## src/pkg/epc_regs.vh

```
// Purpose: constants of the encoder parameter channel command block
// Assumes: included by its bare name
// Notes: definitions only
`ifndef EPC_REGS_VH
`define EPC_REGS_VH
// Station and key
`define EPC_ADDR 8'h40
`define EPC_KEY_RST 8'h55
// Link timing: clocks per bit, and the idle gap that ends a frame
`define EPC_BIT_CYC 16'h1458
`define EPC_GAP_CYC 20'h196e0
// Command bytes
`define EPC_C_RDDATA 8'h4a
`define EPC_C_STORE 8'h4b
`define EPC_C_FSTAT 8'h4c
`define EPC_C_CREATE 8'h4d
`define EPC_C_FREE 8'h4e
`define EPC_C_KEY 8'h4f
`define EPC_C_STATUS 8'h50
`define EPC_C_SERIAL 8'h56
// Status codes
`define EPC_S_OK 8'h00
`define EPC_S_OFFSET 8'h02
`define EPC_S_TABLE 8'h03
`define EPC_S_LIMITS 8'h04
`define EPC_S_I2C 8'h05
`define EPC_S_WDOG 8'h07
`define EPC_S_CHK 8'h0a
`define EPC_S_UNK 8'h0b
`define EPC_S_LEN 8'h0c
`define EPC_S_ARG 8'h0d
`define EPC_S_WPROT 8'h0e
`define EPC_S_CODE 8'h0f
`define EPC_S_FIXED 8'h10
`define EPC_S_WADDR 8'h11
`define EPC_S_NOFLD 8'h12
`define EPC_S_ANALOG 8'h1c
`define EPC_S_TXCUR 8'h1d
`define EPC_S_SPEED 8'h1f
// Data fields: eight fields of up to 32 words
`define EPC_NFLD 8'h08
`define EPC_FMAX 6'h20
`define EPC_MADE_RST 8'h81
`define EPC_WP_RST 8'h80
`define EPC_FIX_MASK 8'h81
`define EPC_FSIZE_RST 48'h800000000020
`define EPC_MEM_BYTES 16'h0700
`define EPC_FREE_RST 16'h06c0
`endif

```

## src/hdl/epc_cmd.v

```verilog
// Purpose: parameter channel command interpreter of a motor encoder
// Assumes: 8N1 bytes on a half-duplex pair, frame ended by a line gap
// Notes: frame = address, command, arguments, xor checksum
`timescale 1ns/1ns
`default_nettype none
`include "epc_regs.vh"
module epc_cmd #(
  parameter [15:0] BIT_CYC = `EPC_BIT_CYC,
  parameter [19:0] GAP_CYC = `EPC_GAP_CYC,
  // Arbitrary identity values
  parameter [31:0] SERIAL_NO = 32'h0000_0001,
  parameter [15:0] FW_VER = 16'h0001
) (
  // Clock and reset
  input wire ref_clk,
  input wire reset,
  // Data pair seen as line levels
  input wire rs485_rx,
  output wire rs485_tx,
  output wire rs485_oe_n,
  // Fault events from the encoder core, one-cycle pulses
  input wire evt_speed,
  input wire evt_analog,
  input wire evt_txcur,
  input wire evt_wdog,
  input wire evt_table,
  input wire evt_i2c,
  input wire evt_limits,
  input wire evt_offset,
  // Held status
  output wire [7:0] last_status
);
  localparam S_RX = 3'b001;
  localparam S_EXEC = 3'b010;
  localparam S_TX = 3'b100;

  // Size of field f from the packed size vector
  function [5:0] fld_size;
    input [47:0] v;
    input [2:0] f;
    begin
      fld_size = v[f*6 +: 6];
    end
  endfunction

  reg [2:0] state_ff;
  reg [2:0] nxt_state;
  reg rx_s1_ff;
  reg rx_s2_ff;
  reg rx_act_ff;
  reg [15:0] rx_cnt_ff;
  reg [3:0] rx_bit_ff;
  reg [7:0] rx_sh_ff;
  reg [19:0] gap_ff;
  reg [7:0] rbuf_ff [0:7];
  reg [3:0] rcnt_ff;
  reg [7:0] rxor_ff;
  reg [7:0] key_ff;
  reg [7:0] made_ff;
  reg [7:0] wp_ff;
  reg [47:0] fsize_ff;
  reg [15:0] free_ff;
  reg [7:0] mem [0:255];
  reg [7:0] last_ff;
  reg [79:0] tx_frm_ff;
  reg [7:0] tx_chk_ff;
  reg [3:0] tx_n_ff;
  reg [9:0] tx_sh_ff;
  reg [3:0] tx_bit_ff;
  reg [15:0] tx_cnt_ff;
  reg tx_line_ff;
  reg oe_n_ff;

  wire [7:0] cmd = rbuf_ff[1];
  wire [2:0] fld = rbuf_ff[2][2:0];
  wire [7:0] waddr = rbuf_ff[3];
  wire [5:0] cur_sz = fld_size(fsize_ff, fld);
  wire [5:0] new_sz = rbuf_ff[3][5:0];
  // Fixed-size flag of the selected field
  wire [7:0] fix_mask = `EPC_FIX_MASK;
  wire fix_bit = fix_mask[fld];
  wire frame_end = (state_ff == S_RX) && !rx_act_ff && (rcnt_ff != 4'h0)
    && (gap_ff == GAP_CYC);
  wire addr_hit = (rbuf_ff[0] == `EPC_ADDR);

  assign rs485_tx = tx_line_ff;
  assign rs485_oe_n = oe_n_ff;
  assign last_status = last_ff;

  // Command decode and checks, in fixed priority order
  reg known;
  reg prot;
  reg [3:0] need;
  reg [7:0] code_b;
  reg [7:0] st;
  reg [3:0] plen;
  reg [47:0] pay;
  always @*
  begin
    known = 1'b1;
    prot = 1'b0;
    need = 4'h3;
    code_b = 8'h00;
    st = `EPC_S_OK;
    plen = 4'h0;
    pay = 48'h0;
    case (cmd)
      `EPC_C_STATUS, `EPC_C_SERIAL, `EPC_C_FREE: need = 4'h3;
      `EPC_C_FSTAT: need = 4'h4;
      `EPC_C_RDDATA: need = 4'h5;
      `EPC_C_KEY:
      begin
        need = 4'h5;
        prot = 1'b1;
        code_b = rbuf_ff[2];
      end
      `EPC_C_CREATE:
      begin
        need = 4'h6;
        prot = 1'b1;
        code_b = rbuf_ff[4];
      end
      `EPC_C_STORE:
      begin
        need = 4'h7;
        prot = 1'b1;
        code_b = rbuf_ff[5];
      end
      default: known = 1'b0;
    endcase
    if (rxor_ff != 8'h00)
      st = `EPC_S_CHK;
    else if (!known)
      st = `EPC_S_UNK;
    else if (rcnt_ff != need)
      st = `EPC_S_LEN;
    else if (prot && code_b != key_ff)
      st = `EPC_S_CODE;
    else
    begin
      case (cmd)
        `EPC_C_STATUS:
        begin
          plen = 4'h1;
          pay[47:40] = last_ff;
        end
        `EPC_C_SERIAL:
        begin
          plen = 4'h6;
          pay = {SERIAL_NO, FW_VER};
        end
        `EPC_C_FREE:
        begin
          plen = 4'h2;
          pay[47:32] = free_ff;
        end
        `EPC_C_KEY: plen = 4'h0;
        `EPC_C_FSTAT:
        begin
          if (rbuf_ff[2] >= `EPC_NFLD)
            st = `EPC_S_ARG;
          else if (!made_ff[fld])
            st = `EPC_S_NOFLD;
          else
          begin
            plen = 4'h2;
            pay[47:32] = {2'b00, cur_sz, 6'h00, fix_bit, wp_ff[fld]};
          end
        end
        `EPC_C_CREATE:
        begin
          if (rbuf_ff[2] >= `EPC_NFLD || new_sz == 6'h00 || new_sz > `EPC_FMAX)
            st = `EPC_S_ARG;
          else if (made_ff[fld] && fix_bit)
            st = `EPC_S_FIXED;
        end
        default:
        begin
          if (rbuf_ff[2] >= `EPC_NFLD)
            st = `EPC_S_ARG;
          else if (!made_ff[fld])
            st = `EPC_S_NOFLD;
          else if (cmd == `EPC_C_STORE && wp_ff[fld])
            st = `EPC_S_WPROT;
          else if (waddr >= {2'b00, cur_sz})
            st = `EPC_S_WADDR;
          else if (cmd == `EPC_C_RDDATA)
          begin
            plen = 4'h1;
            pay[47:40] = mem[{fld, waddr[4:0]}];
          end
        end
      endcase
    end
  end

  // Event code, highest priority first
  reg evt_any;
  reg [7:0] evt_code;
  always @*
  begin
    evt_any = 1'b1;
    evt_code = `EPC_S_OK;
    if (evt_wdog)
      evt_code = `EPC_S_WDOG;
    else if (evt_table)
      evt_code = `EPC_S_TABLE;
    else if (evt_i2c)
      evt_code = `EPC_S_I2C;
    else if (evt_limits)
      evt_code = `EPC_S_LIMITS;
    else if (evt_offset)
      evt_code = `EPC_S_OFFSET;
    else if (evt_txcur)
      evt_code = `EPC_S_TXCUR;
    else if (evt_analog)
      evt_code = `EPC_S_ANALOG;
    else if (evt_speed)
      evt_code = `EPC_S_SPEED;
    else
      evt_any = 1'b0;
  end

  // Sequencer; a frame for another station goes straight back to listening
  always @*
  begin
    case (state_ff)
      S_RX: nxt_state = (frame_end && addr_hit) ? S_EXEC : S_RX;
      S_EXEC: nxt_state = S_TX;
      S_TX: nxt_state = (tx_cnt_ff == 16'h0 && tx_bit_ff == 4'h0 && tx_n_ff == 4'h0)
        ? S_RX : S_TX;
      default: nxt_state = S_RX;
    endcase
  end

  // Receiver; own echo is ignored while we talk
  always @(posedge ref_clk)
  begin
    if (reset)
    begin
      rx_s1_ff <= 1'b1;
      rx_s2_ff <= 1'b1;
      rx_act_ff <= 1'b0;
      rx_cnt_ff <= 16'h0;
      rx_bit_ff <= 4'h0;
      rx_sh_ff <= 8'h00;
      gap_ff <= 20'h0;
      rcnt_ff <= 4'h0;
      rxor_ff <= 8'h00;
    end
    else
    begin
      rx_s1_ff <= rs485_rx;
      rx_s2_ff <= rx_s1_ff;
      if (state_ff != S_RX || (frame_end && !addr_hit))
      begin
        rx_act_ff <= 1'b0;
        gap_ff <= 20'h0;
        rcnt_ff <= (state_ff == S_EXEC) ? rcnt_ff : 4'h0;
        rxor_ff <= (state_ff == S_EXEC) ? rxor_ff : 8'h00;
      end
      else if (!rx_act_ff)
      begin
        if (!rx_s2_ff)
        begin
          rx_act_ff <= 1'b1;
          rx_cnt_ff <= BIT_CYC >> 1;
          rx_bit_ff <= 4'h0;
        end
        if (rcnt_ff != 4'h0 && gap_ff != GAP_CYC)
          gap_ff <= gap_ff + 20'h1;
      end
      else if (rx_cnt_ff != 16'h0)
        rx_cnt_ff <= rx_cnt_ff - 16'h1;
      else
      begin
        rx_cnt_ff <= BIT_CYC - 16'h1;
        if (rx_bit_ff == 4'h0)
          rx_act_ff <= !rx_s2_ff; // Glitch on the start bit drops out here
        else if (rx_bit_ff != 4'h9)
          rx_sh_ff <= {rx_s2_ff, rx_sh_ff[7:1]};
        rx_bit_ff <= rx_bit_ff + 4'h1;
        if (rx_bit_ff == 4'h9)
        begin
          rx_act_ff <= 1'b0;
          gap_ff <= 20'h0;
          // Bad stop bit: the byte is lost and the checksum check catches it, or the length check if the lost byte was 00h
          if (rx_s2_ff)
          begin
            if (rcnt_ff < 4'h8)
              rbuf_ff[rcnt_ff[2:0]] <= rx_sh_ff;
            rcnt_ff <= (rcnt_ff == 4'hf) ? rcnt_ff : rcnt_ff + 4'h1;
            rxor_ff <= rxor_ff ^ rx_sh_ff;
          end
        end
      end
    end
  end

  // Command effects and held status; an event wins over a command error
  always @(posedge ref_clk)
  begin
    if (reset)
    begin
      state_ff <= S_RX;
      key_ff <= `EPC_KEY_RST;
      made_ff <= `EPC_MADE_RST;
      wp_ff <= `EPC_WP_RST;
      fsize_ff <= `EPC_FSIZE_RST;
      free_ff <= `EPC_FREE_RST;
      last_ff <= `EPC_S_OK;
    end
    else
    begin
      state_ff <= nxt_state;
      if (evt_any)
        last_ff <= evt_code;
      else if (state_ff == S_EXEC && st != `EPC_S_OK)
        last_ff <= st;
      if (state_ff == S_EXEC && st == `EPC_S_OK)
      begin
        if (cmd == `EPC_C_KEY)
          key_ff <= rbuf_ff[3];
        if (cmd == `EPC_C_STORE)
          mem[{fld, waddr[4:0]}] <= rbuf_ff[4];
        if (cmd == `EPC_C_CREATE)
        begin
          made_ff[fld] <= 1'b1;
          wp_ff[fld] <= rbuf_ff[3][7];
          fsize_ff[fld*6 +: 6] <= new_sz;
          free_ff <= free_ff + {10'h0, made_ff[fld] ? cur_sz : 6'h0} - {10'h0, new_sz};
        end
      end
    end
  end

  // Transmitter; the pair is driven only while a reply is going out
  always @(posedge ref_clk)
  begin
    if (reset)
    begin
      tx_frm_ff <= 80'h0;
      tx_chk_ff <= 8'h00;
      tx_n_ff <= 4'h0;
      tx_sh_ff <= 10'h3ff;
      tx_bit_ff <= 4'h0;
      tx_cnt_ff <= 16'h0;
      tx_line_ff <= 1'b1;
      oe_n_ff <= 1'b1;
    end
    else if (state_ff == S_EXEC)
    begin
      tx_frm_ff <= {`EPC_ADDR, cmd, st, pay, 8'h00};
      tx_chk_ff <= `EPC_ADDR ^ cmd ^ st ^ pay[47:40] ^ pay[39:32] ^ pay[31:24]
        ^ pay[23:16] ^ pay[15:8] ^ pay[7:0];
      tx_n_ff <= plen + 4'h4;
      tx_bit_ff <= 4'h0;
      tx_cnt_ff <= 16'h0;
      oe_n_ff <= 1'b0;
    end
    else if (state_ff == S_TX)
    begin
      if (tx_cnt_ff != 16'h0)
        tx_cnt_ff <= tx_cnt_ff - 16'h1;
      else if (tx_bit_ff != 4'h0)
      begin
        tx_line_ff <= tx_sh_ff[0];
        tx_sh_ff <= {1'b1, tx_sh_ff[9:1]};
        tx_bit_ff <= tx_bit_ff - 4'h1;
        tx_cnt_ff <= BIT_CYC - 16'h1;
      end
      else if (tx_n_ff != 4'h0)
      begin
        tx_sh_ff <= {1'b1, (tx_n_ff == 4'h1) ? tx_chk_ff : tx_frm_ff[79:72], 1'b0};
        tx_frm_ff <= {tx_frm_ff[71:0], 8'h00};
        tx_n_ff <= tx_n_ff - 4'h1;
        tx_bit_ff <= 4'ha;
      end
      else
      begin
        tx_line_ff <= 1'b1;
        oe_n_ff <= 1'b1;
      end
    end
  end
endmodule // epc_cmd
`default_nettype wire

```

## config.mk

```make
export PLATFORM = sky130hd
export DESIGN_NAME = epc_cmd
export DESIGN_NICKNAME = d
export VERILOG_FILES = /design/src/hdl/epc_cmd.v
export VERILOG_INCLUDE_DIRS = /design/src /design/src/pkg
export SDC_FILE = /design/constraint.sdc
export NUM_CORES = 2
export LEC_CHECK = 0
export BUFFER_PORTS_ARGS = -buffer_cell sky130_fd_sc_hd__buf_2
export CORE_MARGIN = 3
export CORE_UTILIZATION = 37
export CTS_CLUSTER_SIZE = 28
export DETAILED_ROUTE_END_ITERATION = 16
export SLEW_MARGIN = 5
export SYNTH_ARGS = -nofsm -noshare
export SYNTH_HDL_FRONTEND = slang
export SYNTH_SLANG_ARGS = --single-unit
export TNS_END_PERCENT = 10
```

## constraint.sdc

```tcl
create_clock -name ref_clk -period 6.4 [get_ports ref_clk]
set_input_delay 0.32 -clock ref_clk [delete_from_list [all_inputs] [get_ports ref_clk]]
set_output_delay 0.32 -clock ref_clk [all_outputs]
set_load 0.005 [all_outputs]
```

==> out/summary.txt <==
die area - 262500 µm²
initial core utilization - 37.26%
global-route wire length before repair - 361.8 mm
Final setup viols - 0
fraction of final layout cells sized beyond drive strength 1 - 21.64%
total wirelength of the detailed-routed design - 245.8 mm
category of the worst setup path launch point - flop
headroom to the max-slew limit - 9.211%
Resize count post-CTS - 0
number of global-route vias before repair - 50620
area fraction of the dominant cell type after synthesis - 66.34%
Fmax - 178.8 MHz
leading post-synthesis cells by cell area - edfxtp_1 66%, mux4_2 14%, dfxtp_1 5.3%
detailed-route wire length per cell - 27.35 µm
largest area contributor in the synthesized netlist - edfxtp_1
path class of the lowest-slack min-delay path - input port to flop
HPWL after detailed placement - 150.0 mm
count of yosys warnings during synthesis - 0
Pwr Density - 281.5 nW/µm²
Avg Vias per Cell - 5.670
final number of max-transition violations - 0
share of flip-flops with an asynchronous set or reset - 0%
root cell of the clock tree - clkbuf_16
GRT Overall Usage - 18.51%
period utilization - 87.36%
buffer levels on the longest clock path - 3
number of nets still failing antenna checks after routing - 0
mean area per synthesized cell - 17.93 µm²
slowest library cell on the worst path - edfxtp_1
register area share after synthesis - 71.60%
max-capacitance violation count - 0
number of instances in the synthesized netlist - 5290
number of synthesized flops with an enable pin - 2096
Fillers - 22220
clock transition time at the flip-flop clock pins of the worst setup and hold paths - 0.06 ns
total count of hold-check failures in the final report - 0
maximum vdd ir drop - 0.2249 mV
clock sink count - 2345
Critical Setup Path Class - flop to flop
most used flip-flop cell after synthesis - edfxtp_1
synthesis-stage register bit count - 2345
worst-path cell chain - mux4_2, mux2i_1, ha_1, a21o_1, a2111oi_0, o21a_1, or3_1, a31o_2, nand2_2, nor4_2, buf_4, nand3b_1, buf_4, nor2_1
TritonCTS clock tree - built
setup repair after global routing missed its margin - false
most common cell in the synthesized netlist - edfxtp_1
Clock H-tree levels - 4
maximum single-stage delay on the critical path - 0.91 ns
clock buffers created by TritonCTS - 229
cell seen most often among critical-path stages - buf_4
area growth from synthesis to final layout - 13.01%
final critical path time including I/O delays and setup - 5.591 ns
maximum number of pins on one net before global-route repair - 202
Power, Total - 0.03018 W
CP required - 6.84 ns
ports placed on the boundary - 21
vertical extent of the die - 512.4 µm
critical path fanouts, max - 36
input/output buffers - 17
area of the core region - 254600 µm²
data arrival time of the critical path - 6.03 ns
cell leakage power - 33.49 nW
Hold Slack - 0.2102 ns
sum of negative setup slack - 0 ns
final core utilization - 42.11%
number of DRC violations after detailed-routing iteration 0 - 6746
cell family with the largest share of critical-path delay - simple AND/OR/NAND/NOR gates
buffer and inverter count on the worst path - 2
# nets final - 5484
floorplan row count - 185
first-pass iteration count of the detailed router - 6
post-synthesis cell type count - 96
routed via count - 50960
antenna violations before repair - 3
total congestion overflow - 0
summed instance area of the synthesized netlist - 94870 µm²
final routed DRC violation total - 0
clock insertion delay at the later pin of the skew report - 0.87 ns
outcome - completed
Final Wtd Congestion - 0.9020
critical path endpoint category - flop
Max Clock Skew - 0.05964 ns
die outline width - 512.4 µm
top post-synthesis cells by count - 2096 x edfxtp_1, 588 x mux4_2, 470 x nor2_1
slew at the pin with the worst max-slew slack - 1.362 ns
[worst paths after layout]
check	slack [ns]	endpoint	cells past startpoint	from
worst max register to register	0.81	mem[226][0]	14	rbuf_ff[2][0]
worst min-delay path	0.21	rx_s1_ff	3	rs485_rx
worst min register to register	0.42	rx_s2_ff	1	rx_s1_ff
worst max-delay path	0.81	mem[226][0]	14	rbuf_ff[2][0]
[tightest hold or removal path, cell delays in order]
cell and delay [ns]:
dlygate4sd3_1 0.52, buf_2 0.11, or2_2 0.10
[metal layers]
| metal | global-route usage (%) | vias up | routed length (µm) |
|---|---|---|---|
| met2 | 28.82 | 2305 | 114700 |
| met1 | 26.54 | 26740 | 104300 |
| met4 | 5.324 | 0 | 7069 |
| li1 | - | 21520 | - |
| met5 | 0 | - | 0 |
| met3 | 3.523 | 398 | 19760 |
[cell families (layout without fill, tap and decap cells)]
kind of cell             count (synthesis)  after routing  synth area share (%)
flip-flops                            2345           2345                 71.60
AND/OR/NAND/NOR                       1124           1124                 5.430
multiplexers                           740            740                 15.59
AO/OA/AOI/OAI                          568            568                 4.016
buffers and inverters                  383            711                 1.911
XOR/XNOR                                78             78                0.7201
adder cells (fa/ha/maj)                 51             51                0.7280
other                                    1              4              0.003953
[per-stage QoR]
stage | worst slack (ns) | cell area [µm²] | cells
global route | 0.4683 | 107200 | 8986
detailed placement | 0.8143 | 99440 | 8541
global placement | 0.9203 | 99440 | 8541
floorplan | -0.05207 | 94910 | 5292
finish | 0.8087 | 107200 | 8987
CTS | 0.7493 | 107200 | 8986
[repair_timing]
| item | CTS | global route |
|---|---|---|
| hold buffers | 16 | 0 |
| setup buffers | 0 | 0 |
| endpoints found under the hold margin | 25 | 0 |
[state kept, by name, summed over array words and instances (netlist names), 5 cells and up]
signal       count
tx_chk_ff        8
rbuf_ff         48
free_ff         16
last_status      5
rx_cnt_ff       16
made_ff          8
fsize_ff        48
gap_ff          20
rx_sh_ff         8
key_ff           8
wp_ff            8
tx_cnt_ff       16
mem           2048
rxor_ff          8
tx_sh_ff         9
tx_frm_ff       47
[layout by cell type, fill, tap and decap left out, types with 17 or more instances in the layout]
cell type,n
nand2_1,250
nand4_1,23
o221ai_1,27
a22oi_1,83
a221oi_1,18
ha_1,44
nand3_1,136
o21ai_0,85
a22o_1,19
edfxtp_1,2096
clkbuf_1,37
inv_1,65
nor3_1,59
nor4_1,23
nor2_1,453
buf_4,152
nand2b_1,17
a211oi_1,30
a21oi_1,172
xnor2_1,40
xor2_1,38
buf_12,27
mux4_2,588
mux2i_1,133
bufinv_16,25
clkinv_2,47
clkbuf_16,232
or3_1,21
clkinv_1,52
dfxtp_1,249
[cell type report]
| type | instances | area [µm²] | share of cell area (%) |
|---|---|---|---|
| antenna | 1 | 2.502 | 0.002334 |
| clock buffer | 273 | 6000 | 5.596 |
| clock inverter | 156 | 1614 | 1.505 |
| inverter | 70 | 270.3 | 0.2521 |
| multi-input combinational | 2564 | 25260 | 23.56 |
| sequential | 2345 | 67930 | 63.35 |
| tap | 3366 | 4212 | 3.928 |
| timing repair buffer | 212 | 1933 | 1.803 |
[power breakdown]
group / internal (W) / total, W / switching (W) / leakage [nW]
combinational: 0.0000487 / 0.000150 / 0.000101 / 8.94
sequential: 0.0164 / 0.0164 / 0.0000134 / 20.9
clock: 0.00772 / 0.0136 / 0.00587 / 3.69
total: 0.0242 / 0.0302 / 0.00598 / 33.5
Note: power is estimated with default switching activity, not from simulation.
